## config.mk

```make
export PLATFORM = sky130hd
export DESIGN_NAME = cbtrf_core
export DESIGN_NICKNAME = d
export VERILOG_FILES = /design/src/include/cbtrf_pkg.sv /design/src/rtl/cbtrf_id_match.sv /design/src/rtl/cbtrf_core.sv
export SDC_FILE = /design/constraint.sdc
export NUM_CORES = 2
export LEC_CHECK = 0
export BUFFER_PORTS_ARGS = -buffer_cell sky130_fd_sc_hd__buf_4
export CAP_MARGIN = 20
export CORE_ASPECT_RATIO = 0.7
export CORE_MARGIN = 8
export CORE_UTILIZATION = 40
export CTS_CLUSTER_DIAMETER = 150
export DETAILED_ROUTE_END_ITERATION = 16
export MAX_ROUTING_LAYER = met4
export PLACE_DENSITY = 0.59
export RECOVER_POWER = 100
export SYNTH_ARGS = -nofsm -noshare
export SYNTH_HDL_FRONTEND = slang
export SYNTH_SLANG_ARGS = --single-unit
```

## constraint.sdc

```tcl
create_clock -name aclk -period 10.1 [get_ports aclk]
set_input_delay 1.01 -clock aclk [delete_from_list [all_inputs] [get_ports aclk]]
set_output_delay 1.01 -clock aclk [all_outputs]
set_load 0.02 [all_outputs]
```

## src/include/cbtrf_pkg.sv

```systemverilog
// Purpose: Shared constants for the CAN timing, receive FIFO and filter block
// Assumes: 32-bit AXI4-Lite register words, 8-bit byte addresses
// Notes:   Register offsets are byte addresses
package cbtrf_pkg;
  // ===========================================================
  // Sizes
  localparam int ID_W = 29;
  localparam int NUM_BUF = 8;
  localparam int NUM_PROG = 6;
  localparam int NUM_FILT = 6;
  localparam logic [3:0] DEDICATED_BUFS = 4'h2;
  // ===========================================================
  // Register offsets
  localparam logic [7:0] OFS_TIMING_A = 8'h00;
  localparam logic [7:0] OFS_TIMING_C = 8'h04;
  localparam logic [7:0] OFS_CONTROL = 8'h08;
  localparam logic [7:0] OFS_STATUS = 8'h0C;
  localparam logic [7:0] OFS_BUF_DIR = 8'h10;
  localparam logic [7:0] OFS_FILT_EN = 8'h14;
  localparam logic [7:0] OFS_FULL = 8'h18;
  localparam logic [7:0] OFS_READ_ID = 8'h1C;
  localparam logic [7:0] OFS_FILTER0 = 8'h20;
  localparam logic [7:0] OFS_MASK0 = 8'h40;
  localparam logic [7:0] OFS_TIMING_Q = 8'h48;
  localparam logic [7:0] OFS_IO_CTRL = 8'h4C;
  // ===========================================================
  // Reset values and field layout
  localparam logic [7:0] RST_TIMING_A = 8'h00;
  localparam logic [7:0] RST_TIMING_C = 8'h00;
  localparam logic [7:0] TIMING_C_MASK = 8'hC7;
  localparam int WAKE_DIS_BIT = 7;
  localparam int WAKE_FILT_BIT = 6;
  localparam int CAP_SRC_BIT = 4;
  localparam logic [3:0] CAP_MODE_CAN = 4'h3;
  localparam logic [1:0] MODE_FIFO = 2'h2;
  localparam logic [4:0] ICODE_FIFO = 5'h10;
  localparam logic [4:0] ICODE_NONE = 5'h00;
  localparam logic [3:0] HWM_FREE_ONE = 4'h1;
  localparam logic [3:0] HWM_FREE_FOUR = 4'h4;
  localparam logic [1:0] RESP_OKAY = 2'h0;
  localparam logic [1:0] RESP_SLVERR = 2'h2;
  // ===========================================================
  // Timing
  localparam int CLK_PERIOD_NS = 25;
  localparam int WAKE_FILT_NS = 200;
  localparam int WAKE_FILT_CYC =
    (WAKE_FILT_NS + CLK_PERIOD_NS - 1) / CLK_PERIOD_NS;
endpackage : cbtrf_pkg

```

## src/rtl/cbtrf_id_match.sv

```systemverilog
// Purpose: One acceptance filter compare against a masked identifier
// Assumes: Mask bit set means the bit is examined
// Notes:   Purely combinational
`timescale 1ns/10ps
`default_nettype none
module cbtrf_id_match #(
  parameter int ID_W = 29
) (
  input wire logic [ID_W-1:0] id,
  input wire logic [ID_W-1:0] filter,
  input wire logic [ID_W-1:0] mask,
  output logic match
);
  // Every bit must accept for the filter to hit
  assign match = &(~mask | ~(filter ^ id));
endmodule : cbtrf_id_match
`default_nettype wire

```

## src/rtl/cbtrf_core.sv

```systemverilog
// Purpose: CAN bit-timing fields, receive FIFO, filters, wake and capture
// Assumes: Message arrives from the assembly buffer on aclk, one pulse
// Notes:   Registers on AXI4-Lite; can_rx is a raw pin
`timescale 1ns/10ps
`default_nettype none
module cbtrf_core (
  input wire logic aclk,
  input wire logic aresetn,
  input wire logic awvalid,
  output logic awready,
  input wire logic [7:0] awaddr,
  input wire logic wvalid,
  output logic wready,
  input wire logic [31:0] wdata,
  input wire logic [3:0] wstrb,
  output logic bvalid,
  input wire logic bready,
  output logic [1:0] bresp,
  input wire logic arvalid,
  output logic arready,
  input wire logic [7:0] araddr,
  output logic rvalid,
  input wire logic rready,
  output logic [31:0] rdata,
  output logic [1:0] rresp,
  input wire logic msg_valid,
  input wire logic [cbtrf_pkg::ID_W-1:0] msg_id,
  input wire logic can_rx,
  output logic msg_stored,
  output logic [2:0] store_index,
  output logic capture_trigger,
  output logic high_water_event,
  output logic wake_event,
  output logic quantum_tick,
  output logic [2:0] jump_width_quanta,
  output logic [7:0] quantum_clocks,
  output logic [3:0] phase_two_quanta
);
  localparam int IW = cbtrf_pkg::ID_W;
  localparam int NF = cbtrf_pkg::NUM_FILT;
  localparam int NB = cbtrf_pkg::NUM_BUF;

  typedef struct packed {
    logic awready;
    logic wready;
    logic bvalid;
    logic [1:0] bresp;
    logic arready;
    logic rvalid;
    logic [31:0] rdata;
    logic [1:0] rresp;
    logic aw_held;
    logic [7:0] aw_addr;
    logic w_held;
    logic [31:0] w_data;
    logic [3:0] w_strb;
    logic [7:0] bit_timing_ctrl_a;
    logic [7:0] bit_timing_ctrl_c;
    logic config_mode;
    logic [1:0] op_mode;
    logic phase_two_source_select;
    logic high_water_select;
    logic [4:0] io_control_reg;
    logic [5:0] prog_tx;
    logic [5:0] filt_en;
    logic [7:0] buffer_full_flag;
    logic [7:0][IW-1:0] ids;
    logic [5:0][IW-1:0] filt;
    logic [1:0][IW-1:0] mask;
    logic [2:0] fifo_write_pointer;
    logic [2:0] fifo_read_pointer;
    logic [4:0] interrupt_code;
    logic msg_stored;
    logic [2:0] store_index;
    logic capture_trigger;
    logic high_water_event;
    logic rx_s1;
    logic rx_s2;
    logic wake_lvl;
    logic [3:0] wake_cnt;
    logic wake_event;
    logic [6:0] quantum_cnt;
    logic quantum_tick;
    logic [2:0] jump_width_quanta;
    logic [7:0] quantum_clocks;
    logic [3:0] phase_two_quanta;
  } cbtrf_state_t;

  localparam cbtrf_state_t ST_RESET = '{
    awready: 1'b1, wready: 1'b1, arready: 1'b1,
    rx_s1: 1'b1, rx_s2: 1'b1, wake_lvl: 1'b1,
    bit_timing_ctrl_a: cbtrf_pkg::RST_TIMING_A,
    bit_timing_ctrl_c: cbtrf_pkg::RST_TIMING_C,
    default: '0};

  cbtrf_state_t st;
  cbtrf_state_t next_st;
  logic [NF-1:0] match;
  logic [NF-1:0] en_match;
  logic [31:0] wv;
  logic [31:0] tmp;
  logic [31:0] rd_data;
  logic rd_ok;
  logic wr_hit;
  logic [7:0] clr;
  logic [7:0] set_bits;
  logic take;
  logic [2:0] idx;
  logic [3:0] depth;
  logic [3:0] occ;
  logic [3:0] free;
  logic [3:0] thr;
  logic [3:0] p4;
  logic run;

  function automatic logic [31:0] merge_lanes(input logic [31:0] old,
      input logic [31:0] data, input logic [3:0] strb);
    logic [31:0] m;
    for (int b = 0; b < 4; b++) begin
      m[8*b +: 8] = {8{strb[b]}};
    end
    return (old & ~m) | (data & m);
  endfunction : merge_lanes

  // ===========================================================
  // Filter bank; the first two filters share the first mask
  for (genvar g = 0; g < NF; g++) begin : g_filt
    cbtrf_id_match #(.ID_W(IW)) u_match (
      .id(msg_id),
      .filter(st.filt[g]),
      .mask(st.mask[(g < 2) ? 0 : 1]),
      .match(match[g])
    );
  end
  assign en_match = match & st.filt_en;

  // ===========================================================
  // Next state
  always_comb begin
    next_st = st;
    next_st.msg_stored = 1'b0;
    next_st.capture_trigger = 1'b0;
    next_st.high_water_event = 1'b0;
    wv = 32'h0000_0000;
    tmp = 32'h0000_0000;
    wr_hit = 1'b0;
    clr = 8'h00;
    take = 1'b0;
    idx = 3'h0;
    // FIFO length stops at the first programmable transmit buffer
    depth = cbtrf_pkg::DEDICATED_BUFS;
    run = 1'b1;
    for (int i = 0; i < cbtrf_pkg::NUM_PROG; i++) begin
      if (run && !st.prog_tx[i]) begin
        depth = depth + 4'h1;
      end else begin
        run = 1'b0;
      end
    end
    occ = 4'h0;
    for (int i = 0; i < NB; i++) begin
      if (4'(i) < depth) begin
        occ = occ + {3'h0, st.buffer_full_flag[i]};
      end
    end
    free = depth - occ;
    thr = st.high_water_select ? cbtrf_pkg::HWM_FREE_FOUR
                               : cbtrf_pkg::HWM_FREE_ONE;
    // Read decode
    rd_ok = 1'b1;
    rd_data = 32'h0000_0000;
    case (araddr)
      cbtrf_pkg::OFS_TIMING_A: rd_data = {24'h0, st.bit_timing_ctrl_a};
      cbtrf_pkg::OFS_TIMING_C: rd_data = {24'h0, st.bit_timing_ctrl_c};
      cbtrf_pkg::OFS_CONTROL: rd_data = {12'h000, 1'b0,
          st.fifo_read_pointer, 11'h000, st.high_water_select,
          st.phase_two_source_select, st.op_mode, st.config_mode};
      cbtrf_pkg::OFS_STATUS: rd_data = {12'h000, 1'b0,
          st.fifo_write_pointer, 3'h0, depth,
          ~st.buffer_full_flag[st.fifo_read_pointer],
          3'h0, st.interrupt_code};
      cbtrf_pkg::OFS_BUF_DIR: rd_data = {26'h0, st.prog_tx};
      cbtrf_pkg::OFS_FILT_EN: rd_data = {26'h0, st.filt_en};
      cbtrf_pkg::OFS_FULL: rd_data = {24'h0, st.buffer_full_flag};
      cbtrf_pkg::OFS_READ_ID: rd_data = 32'(st.ids[st.fifo_read_pointer]);
      cbtrf_pkg::OFS_TIMING_Q: rd_data = {16'h0000, st.phase_two_quanta,
          st.quantum_clocks, 1'b0, st.jump_width_quanta};
      cbtrf_pkg::OFS_IO_CTRL: rd_data = {27'h0, st.io_control_reg};
      default: begin
        rd_ok = 1'b0;
        for (int i = 0; i < NF; i++) begin
          if (araddr == cbtrf_pkg::OFS_FILTER0 + 8'(4 * i)) begin
            rd_data = 32'(st.filt[i]);
            rd_ok = 1'b1;
          end
        end
        for (int i = 0; i < 2; i++) begin
          if (araddr == cbtrf_pkg::OFS_MASK0 + 8'(4 * i)) begin
            rd_data = 32'(st.mask[i]);
            rd_ok = 1'b1;
          end
        end
      end
    endcase
    // ===========================================================
    // AXI4-Lite write: address and data taken in either order
    if (awvalid && st.awready) begin
      next_st.aw_held = 1'b1;
      next_st.aw_addr = awaddr;
      next_st.awready = 1'b0;
    end
    if (wvalid && st.wready) begin
      next_st.w_held = 1'b1;
      next_st.w_data = wdata;
      next_st.w_strb = wstrb;
      next_st.wready = 1'b0;
    end
    if (st.aw_held && st.w_held) begin
      next_st.aw_held = 1'b0;
      next_st.w_held = 1'b0;
      next_st.bvalid = 1'b1;
      next_st.bresp = cbtrf_pkg::RESP_OKAY;
      case (st.aw_addr)
        cbtrf_pkg::OFS_TIMING_A: begin
          wv = merge_lanes({24'h0, st.bit_timing_ctrl_a},
                           st.w_data, st.w_strb);
          if (st.config_mode) begin
            next_st.bit_timing_ctrl_a = wv[7:0];
          end
        end
        cbtrf_pkg::OFS_TIMING_C: begin
          wv = merge_lanes({24'h0, st.bit_timing_ctrl_c},
                           st.w_data, st.w_strb);
          if (st.config_mode) begin
            next_st.bit_timing_ctrl_c = wv[7:0] & cbtrf_pkg::TIMING_C_MASK;
          end
        end
        cbtrf_pkg::OFS_CONTROL: begin
          wv = merge_lanes({27'h0, st.high_water_select,
              st.phase_two_source_select, st.op_mode, st.config_mode},
              st.w_data, st.w_strb);
          next_st.config_mode = wv[0];
          next_st.op_mode = wv[2:1];
          next_st.phase_two_source_select = wv[3];
          next_st.high_water_select = wv[4];
        end
        cbtrf_pkg::OFS_IO_CTRL: begin
          wv = merge_lanes({27'h0, st.io_control_reg}, st.w_data, st.w_strb);
          next_st.io_control_reg = wv[4:0];
        end
        cbtrf_pkg::OFS_BUF_DIR: begin
          wv = merge_lanes({26'h0, st.prog_tx}, st.w_data, st.w_strb);
          next_st.prog_tx = wv[5:0];
        end
        cbtrf_pkg::OFS_FILT_EN: begin
          wv = merge_lanes({26'h0, st.filt_en}, st.w_data, st.w_strb);
          next_st.filt_en = wv[5:0];
        end
        // Write one to release a buffer
        cbtrf_pkg::OFS_FULL: clr = st.w_data[7:0] & {8{st.w_strb[0]}};
        cbtrf_pkg::OFS_STATUS, cbtrf_pkg::OFS_READ_ID,
        cbtrf_pkg::OFS_TIMING_Q: wr_hit = 1'b1;
        default: begin
          for (int i = 0; i < NF; i++) begin
            if (st.aw_addr == cbtrf_pkg::OFS_FILTER0 + 8'(4 * i)) begin
              tmp = merge_lanes(32'(st.filt[i]), st.w_data, st.w_strb);
              next_st.filt[i] = tmp[IW-1:0];
              wr_hit = 1'b1;
            end
          end
          for (int i = 0; i < 2; i++) begin
            if (st.aw_addr == cbtrf_pkg::OFS_MASK0 + 8'(4 * i)) begin
              tmp = merge_lanes(32'(st.mask[i]), st.w_data, st.w_strb);
              next_st.mask[i] = tmp[IW-1:0];
              wr_hit = 1'b1;
            end
          end
          if (!wr_hit) begin
            next_st.bresp = cbtrf_pkg::RESP_SLVERR;
          end
        end
      endcase
    end
    if (st.bvalid && bready) begin
      next_st.bvalid = 1'b0;
      next_st.awready = 1'b1;
      next_st.wready = 1'b1;
    end
    // AXI4-Lite read
    if (arvalid && st.arready) begin
      next_st.arready = 1'b0;
      next_st.rvalid = 1'b1;
      next_st.rdata = rd_data;
      next_st.rresp = rd_ok ? cbtrf_pkg::RESP_OKAY : cbtrf_pkg::RESP_SLVERR;
    end
    if (st.rvalid && rready) begin
      next_st.rvalid = 1'b0;
      next_st.arready = 1'b1;
    end
    // ===========================================================
    // Acceptance and storage
    if (msg_valid) begin
      if (st.op_mode == cbtrf_pkg::MODE_FIFO) begin
        // A full slot at the write pointer means the FIFO is full
        if ((|en_match) && !st.buffer_full_flag[st.fifo_write_pointer]) begin
          take = 1'b1;
          idx = st.fifo_write_pointer;
        end
      end else if ((|en_match[1:0]) && !st.buffer_full_flag[0]) begin
        take = 1'b1;
        idx = 3'h0;
      end else if ((|en_match[5:2]) && !st.buffer_full_flag[1]) begin
        take = 1'b1;
        idx = 3'h1;
      end
    end
    set_bits = take ? 8'(8'h01 << idx) : 8'h00;
    // A new message wins over a release of the same slot
    next_st.buffer_full_flag = (st.buffer_full_flag & ~clr) | set_bits;
    p4 = {1'b0, st.fifo_write_pointer} + 4'h1;
    if (take) begin
      next_st.ids[idx] = msg_id;
      next_st.msg_stored = 1'b1;
      next_st.store_index = idx;
      next_st.capture_trigger = st.io_control_reg[cbtrf_pkg::CAP_SRC_BIT]
          && (st.io_control_reg[3:0] == cbtrf_pkg::CAP_MODE_CAN);
      if (st.op_mode == cbtrf_pkg::MODE_FIFO) begin
        next_st.fifo_write_pointer = (p4 >= depth) ? 3'h0 : p4[2:0];
        next_st.interrupt_code = cbtrf_pkg::ICODE_FIFO;
        next_st.high_water_event = (free - 4'h1) == thr;
      end
    end else if (!st.buffer_full_flag[st.fifo_read_pointer]) begin
      next_st.interrupt_code = cbtrf_pkg::ICODE_NONE;
    end
    p4 = {1'b0, st.fifo_read_pointer} + 4'h1;
    if (st.op_mode == cbtrf_pkg::MODE_FIFO
        && clr[st.fifo_read_pointer]
        && st.buffer_full_flag[st.fifo_read_pointer]) begin
      next_st.fifo_read_pointer = (p4 >= depth) ? 3'h0 : p4[2:0];
    end
    // Configuration mode restarts the ring at buffer zero
    if (st.config_mode) begin
      next_st.fifo_write_pointer = 3'h0;
      next_st.fifo_read_pointer = 3'h0;
    end
    // ===========================================================
    // Bit timing
    next_st.jump_width_quanta = {1'b0, st.bit_timing_ctrl_a[7:6]} + 3'h1;
    next_st.quantum_clocks = {1'b0, st.bit_timing_ctrl_a[5:0], 1'b0} + 8'h02;
    next_st.phase_two_quanta = st.phase_two_source_select
        ? {1'b0, st.bit_timing_ctrl_c[2:0]} + 4'h1 : 4'h0;
    next_st.quantum_tick = 1'b0;
    if (st.quantum_cnt >= {st.bit_timing_ctrl_a[5:0], 1'b1}) begin
      next_st.quantum_cnt = 7'h00;
      next_st.quantum_tick = 1'b1;
    end else begin
      next_st.quantum_cnt = st.quantum_cnt + 7'h01;
    end
    // ===========================================================
    // Wake-up on dominant edge of the bus line
    next_st.rx_s1 = can_rx;
    next_st.rx_s2 = st.rx_s1;
    if (!st.bit_timing_ctrl_c[cbtrf_pkg::WAKE_FILT_BIT]) begin
      next_st.wake_lvl = st.rx_s2;
      next_st.wake_cnt = 4'h0;
    end else if (st.rx_s2 != st.wake_lvl) begin
      // Short pulses never reach the wake detector
      if (st.wake_cnt == 4'(cbtrf_pkg::WAKE_FILT_CYC - 1)) begin
        next_st.wake_lvl = st.rx_s2;
        next_st.wake_cnt = 4'h0;
      end else begin
        next_st.wake_cnt = st.wake_cnt + 4'h1;
      end
    end else begin
      next_st.wake_cnt = 4'h0;
    end
    next_st.wake_event = st.wake_lvl && !next_st.wake_lvl
        && !st.bit_timing_ctrl_c[cbtrf_pkg::WAKE_DIS_BIT];
  end

  always_ff @(posedge aclk) begin
    if (!aresetn) begin
      st <= ST_RESET;
    end else begin
      st <= next_st;
    end
  end

  assign awready = st.awready;
  assign wready = st.wready;
  assign bvalid = st.bvalid;
  assign bresp = st.bresp;
  assign arready = st.arready;
  assign rvalid = st.rvalid;
  assign rdata = st.rdata;
  assign rresp = st.rresp;
  assign msg_stored = st.msg_stored;
  assign store_index = st.store_index;
  assign capture_trigger = st.capture_trigger;
  assign high_water_event = st.high_water_event;
  assign wake_event = st.wake_event;
  assign quantum_tick = st.quantum_tick;
  assign jump_width_quanta = st.jump_width_quanta;
  assign quantum_clocks = st.quantum_clocks;
  assign phase_two_quanta = st.phase_two_quanta;
endmodule : cbtrf_core
`default_nettype wire

```

==> summary.txt <==
STA
  • Relative slew slack: -216%
  • Clock Skew: 0.0272 ns
  • Final worst path period share: 93.2%
  • Fmax: 106 MHz
  • Setup TNS: 0 ns
  • Endpoints failing setup: 0
  • Max-slew violation count: 652
  • Hold Violations, Final: 0
  • Worst-margin pin slew: 4.71 ns
  • Min cycle time layout: 9.41 ns
  • RSZ-0062 raised after global routing: false

Clock network
  • Setup bufs post-CTS: 0
  • Sink Count: 629
  • TritonCTS clock tree: yes
  • Worst-skew pair later-pin latency: 0.63 ns
  • H-tree lvl count: 3
  • CTS Buf Count: 66
  • Clock Tree Root: clkbuf_16
  • Clock Pin Slew Worst Setup and Hold Paths: 0.06 ns
  • Max Buffers Root-to-Sink: 3

Synthesis
  • Most frequent cell after synthesis: dfxtp_1
  • Main flop type after synthesis: dfxtp_1
  • Register bit count reported by yosys: 629
  • Synthesized cell area: 0.0316 mm²
  • Post-synth top area share: 39.9%
  • Commonest cells in the netlist: dfxtp_1, nand2_1, nor2_1
  • Mapped Cells: 3660
  • Top area cells in the synthesized netlist: dfxtp_1, mux2i_1, nand2_1
  • Post-synth top area cell: dfxtp_1
  • Post-synth EDFFs: 0
  • Sequential fraction of the synthesis area: 39.9%
  • Warnings, synthesis: 0
  • Yosys cell types: 79
  • Async SR Flop Fraction: 0%
  • Post-Synthesis Mean Instance Area: 8.63 µm²

Worst setup path
  • Reg2reg path depth: 42
  • R2r endpoint: high_water_event
  • Worst Path Required: 10.64 ns
  • Worst setup EP type: register
  • Setup CP Type: in2reg
  • CP arrival: 9.95 ns
  • Kind of start point of the critical path: input pin
  • Critical Path Fanout Max: 136
  • R2R setup slack: 0.72 ns

Route
  • DRC: 0
  • Routed length per placed instance: 27.5 µm
  • Via count: 28056
  • Post-Route WL: 128000 µm
  • DRT iter0 DRCs: 3798
  • DR vias/cell: 6.03
  • Drt first pass iters: 8
  • Routed Antenna Nets: 0

Floorplan
  • DIE HEIGHT: 251 µm
  • Core Rows: 86
  • DIE AREA: 0.0883 mm²
  • Die Width: 352 µm
  • Initial core utilization: 40.3%
  • Ports: 154
  • Core box area: 0.0784 mm²

Cells and area
  • Area occupied by multi-input gates: 0.0173 mm²
  • Final nets: 3676
  • Fin util: 44.2%
  • Reg area: 0.0126 mm²
  • Share of cells above drive strength 1: 10.1%
  • Synth-to-Final Area Change: 9.86%
  • Fillers: 7802

Worst hold path
  • Endpoint, Worst Hold: st[29]
  • Worst Hold Class: reg2reg
  • Worst hold path cell count: 1
  • Hold Crit Start: next_st[29]

Run status
  • Violations in the final reports: capacitance limit, slew limit
  • Outcome: finished with violations

Placed design
  • RD Place Congestion: 1.04
  • IO buf count: 144
  • Detailed Place HPWL: 92300 µm

Power
  • Leakage: 13.7 nW
  • Worst IR drop on VDD: 0.119 mV
  • Design Power: 0.00536 W
  • Pwr Density: 154 mW/mm²

Global route
  • Pin count of the biggest net entering global routing: 226
  • Gr ovfl total: 0
  • Vias in the first global route: 25515
  • First-pass GRT wire length: 184000 µm
  • Overall global routing resource usage: 28.6%
  • Initial antenna violation count: 2

Job
  • MaxCap Viol Count: 8
cell type report:
cell class,count,area share (%)
multi-input cells,2621,49.7
clock buffers,99,5.71
well taps,1056,3.81
diodes,2,0.0144
repair buffers,201,3.66
clock inverters,16,0.483
flip-flops and latches,629,36.3
inverters,26,0.292
logic make-up (layout without fill, tap and decap cells):
group / Yosys count / in the layout / synth area share, %
compound gates: 756 / 756 / 15.2
fa+ha+maj: 41 / 41 / 1.65
mux: 399 / 399 / 15.4
xor+xnor: 194 / 194 / 5.42
other cells: 1 / 8 / 0.0119
flops: 629 / 629 / 39.9
buf+inv: 415 / 342 / 5.71
simple gates: 1225 / 1225 / 16.7
layout by cell type (no fill, tap or decap), drive strengths merged, types with 7 or more instances in the layout:
cell / netlist / layout
dfxtp: 629 / 629
nand2: 493 / 493
nor2: 400 / 400
a21oi: 350 / 350
mux2i: 311 / 311
a22oi: 192 / 192
xor2: 184 / 184
clkbuf: 274 / 164
nand3: 155 / 155
buf: 115 / 136
o21ai: 67 / 67
mux4: 64 / 64
nand4: 58 / 58
ha: 40 / 40
a222oi: 30 / 30
inv: 26 / 27
mux2: 24 / 24
a221oi: 23 / 23
and2: 22 / 22
nand2b: 15 / 15
nor4: 14 / 14
nor3: 14 / 14
a211oi: 13 / 13
a31oi: 12 / 12
and3: 10 / 10
a21o: 10 / 10
a22o: 10 / 10
xnor2: 9 / 9
o221ai: 9 / 9
a211o: 7 / 7
clkinvlp: 0 / 7
where the power goes:
| group | internal (W) | switching [W] | total, W |
|---|---|---|---|
| registers | 0.00251 | 0.0000375 | 0.00254 |
| clock network | 0.00141 | 0.00106 | 0.00248 |
| logic | 0.0000871 | 0.000253 | 0.000340 |
| total | 0.00400 | 0.00135 | 0.00536 |
layer usage:
metal / GRT usage, % / wire (µm) / vias to the layer above
li1: - / - / 12636
met1: 42.5 / 59200 / 13714
met2: 36.4 / 49400 / 1512
met3: 9.21 / 15800 / 194
met4: 7.65 / 3670 / 0
met5: - / 0 / -
metrics by stage:
step	instance area, µm²	setup slack [ns]	hold slack, ns	std cells
floorplan	31600	1.48	0.386	3665
global placement	32800	0.619	0.399	4531
detailed placement	32800	0.572	0.429	4533
CTS	34900	0.549	0.439	4648
global route	34700	0.0568	0.454	4649
finish	34700	0.690	0.423	4650
critical path, cell delays in order:
cell and delay, ns:
clkbuf_1 1.33, clkinvlp_2 4.66, clkbuf_2 1.80, clkbuf_4 0.76, a21oi_1 0.25
worst max-delay path by stage:
stage	slack, ns	startpoint	to
4_1_cts	0.55	register	high_water_event
5_1_grt	0.06	register	high_water_event
6_report	0.69	aresetn	register
3_3_place_gp	0.62	register	high_water_event
2_1_floorplan	1.48	register	high_water_event
3_5_place_dp	0.57	register	high_water_event
repair_timing:
action / CTS / global route
gates resized for setup: 0 / 1
endpoints found under the setup margin: 0 / 1
hold buffers: 0 / 0
(Power assumes the default switching activity.)
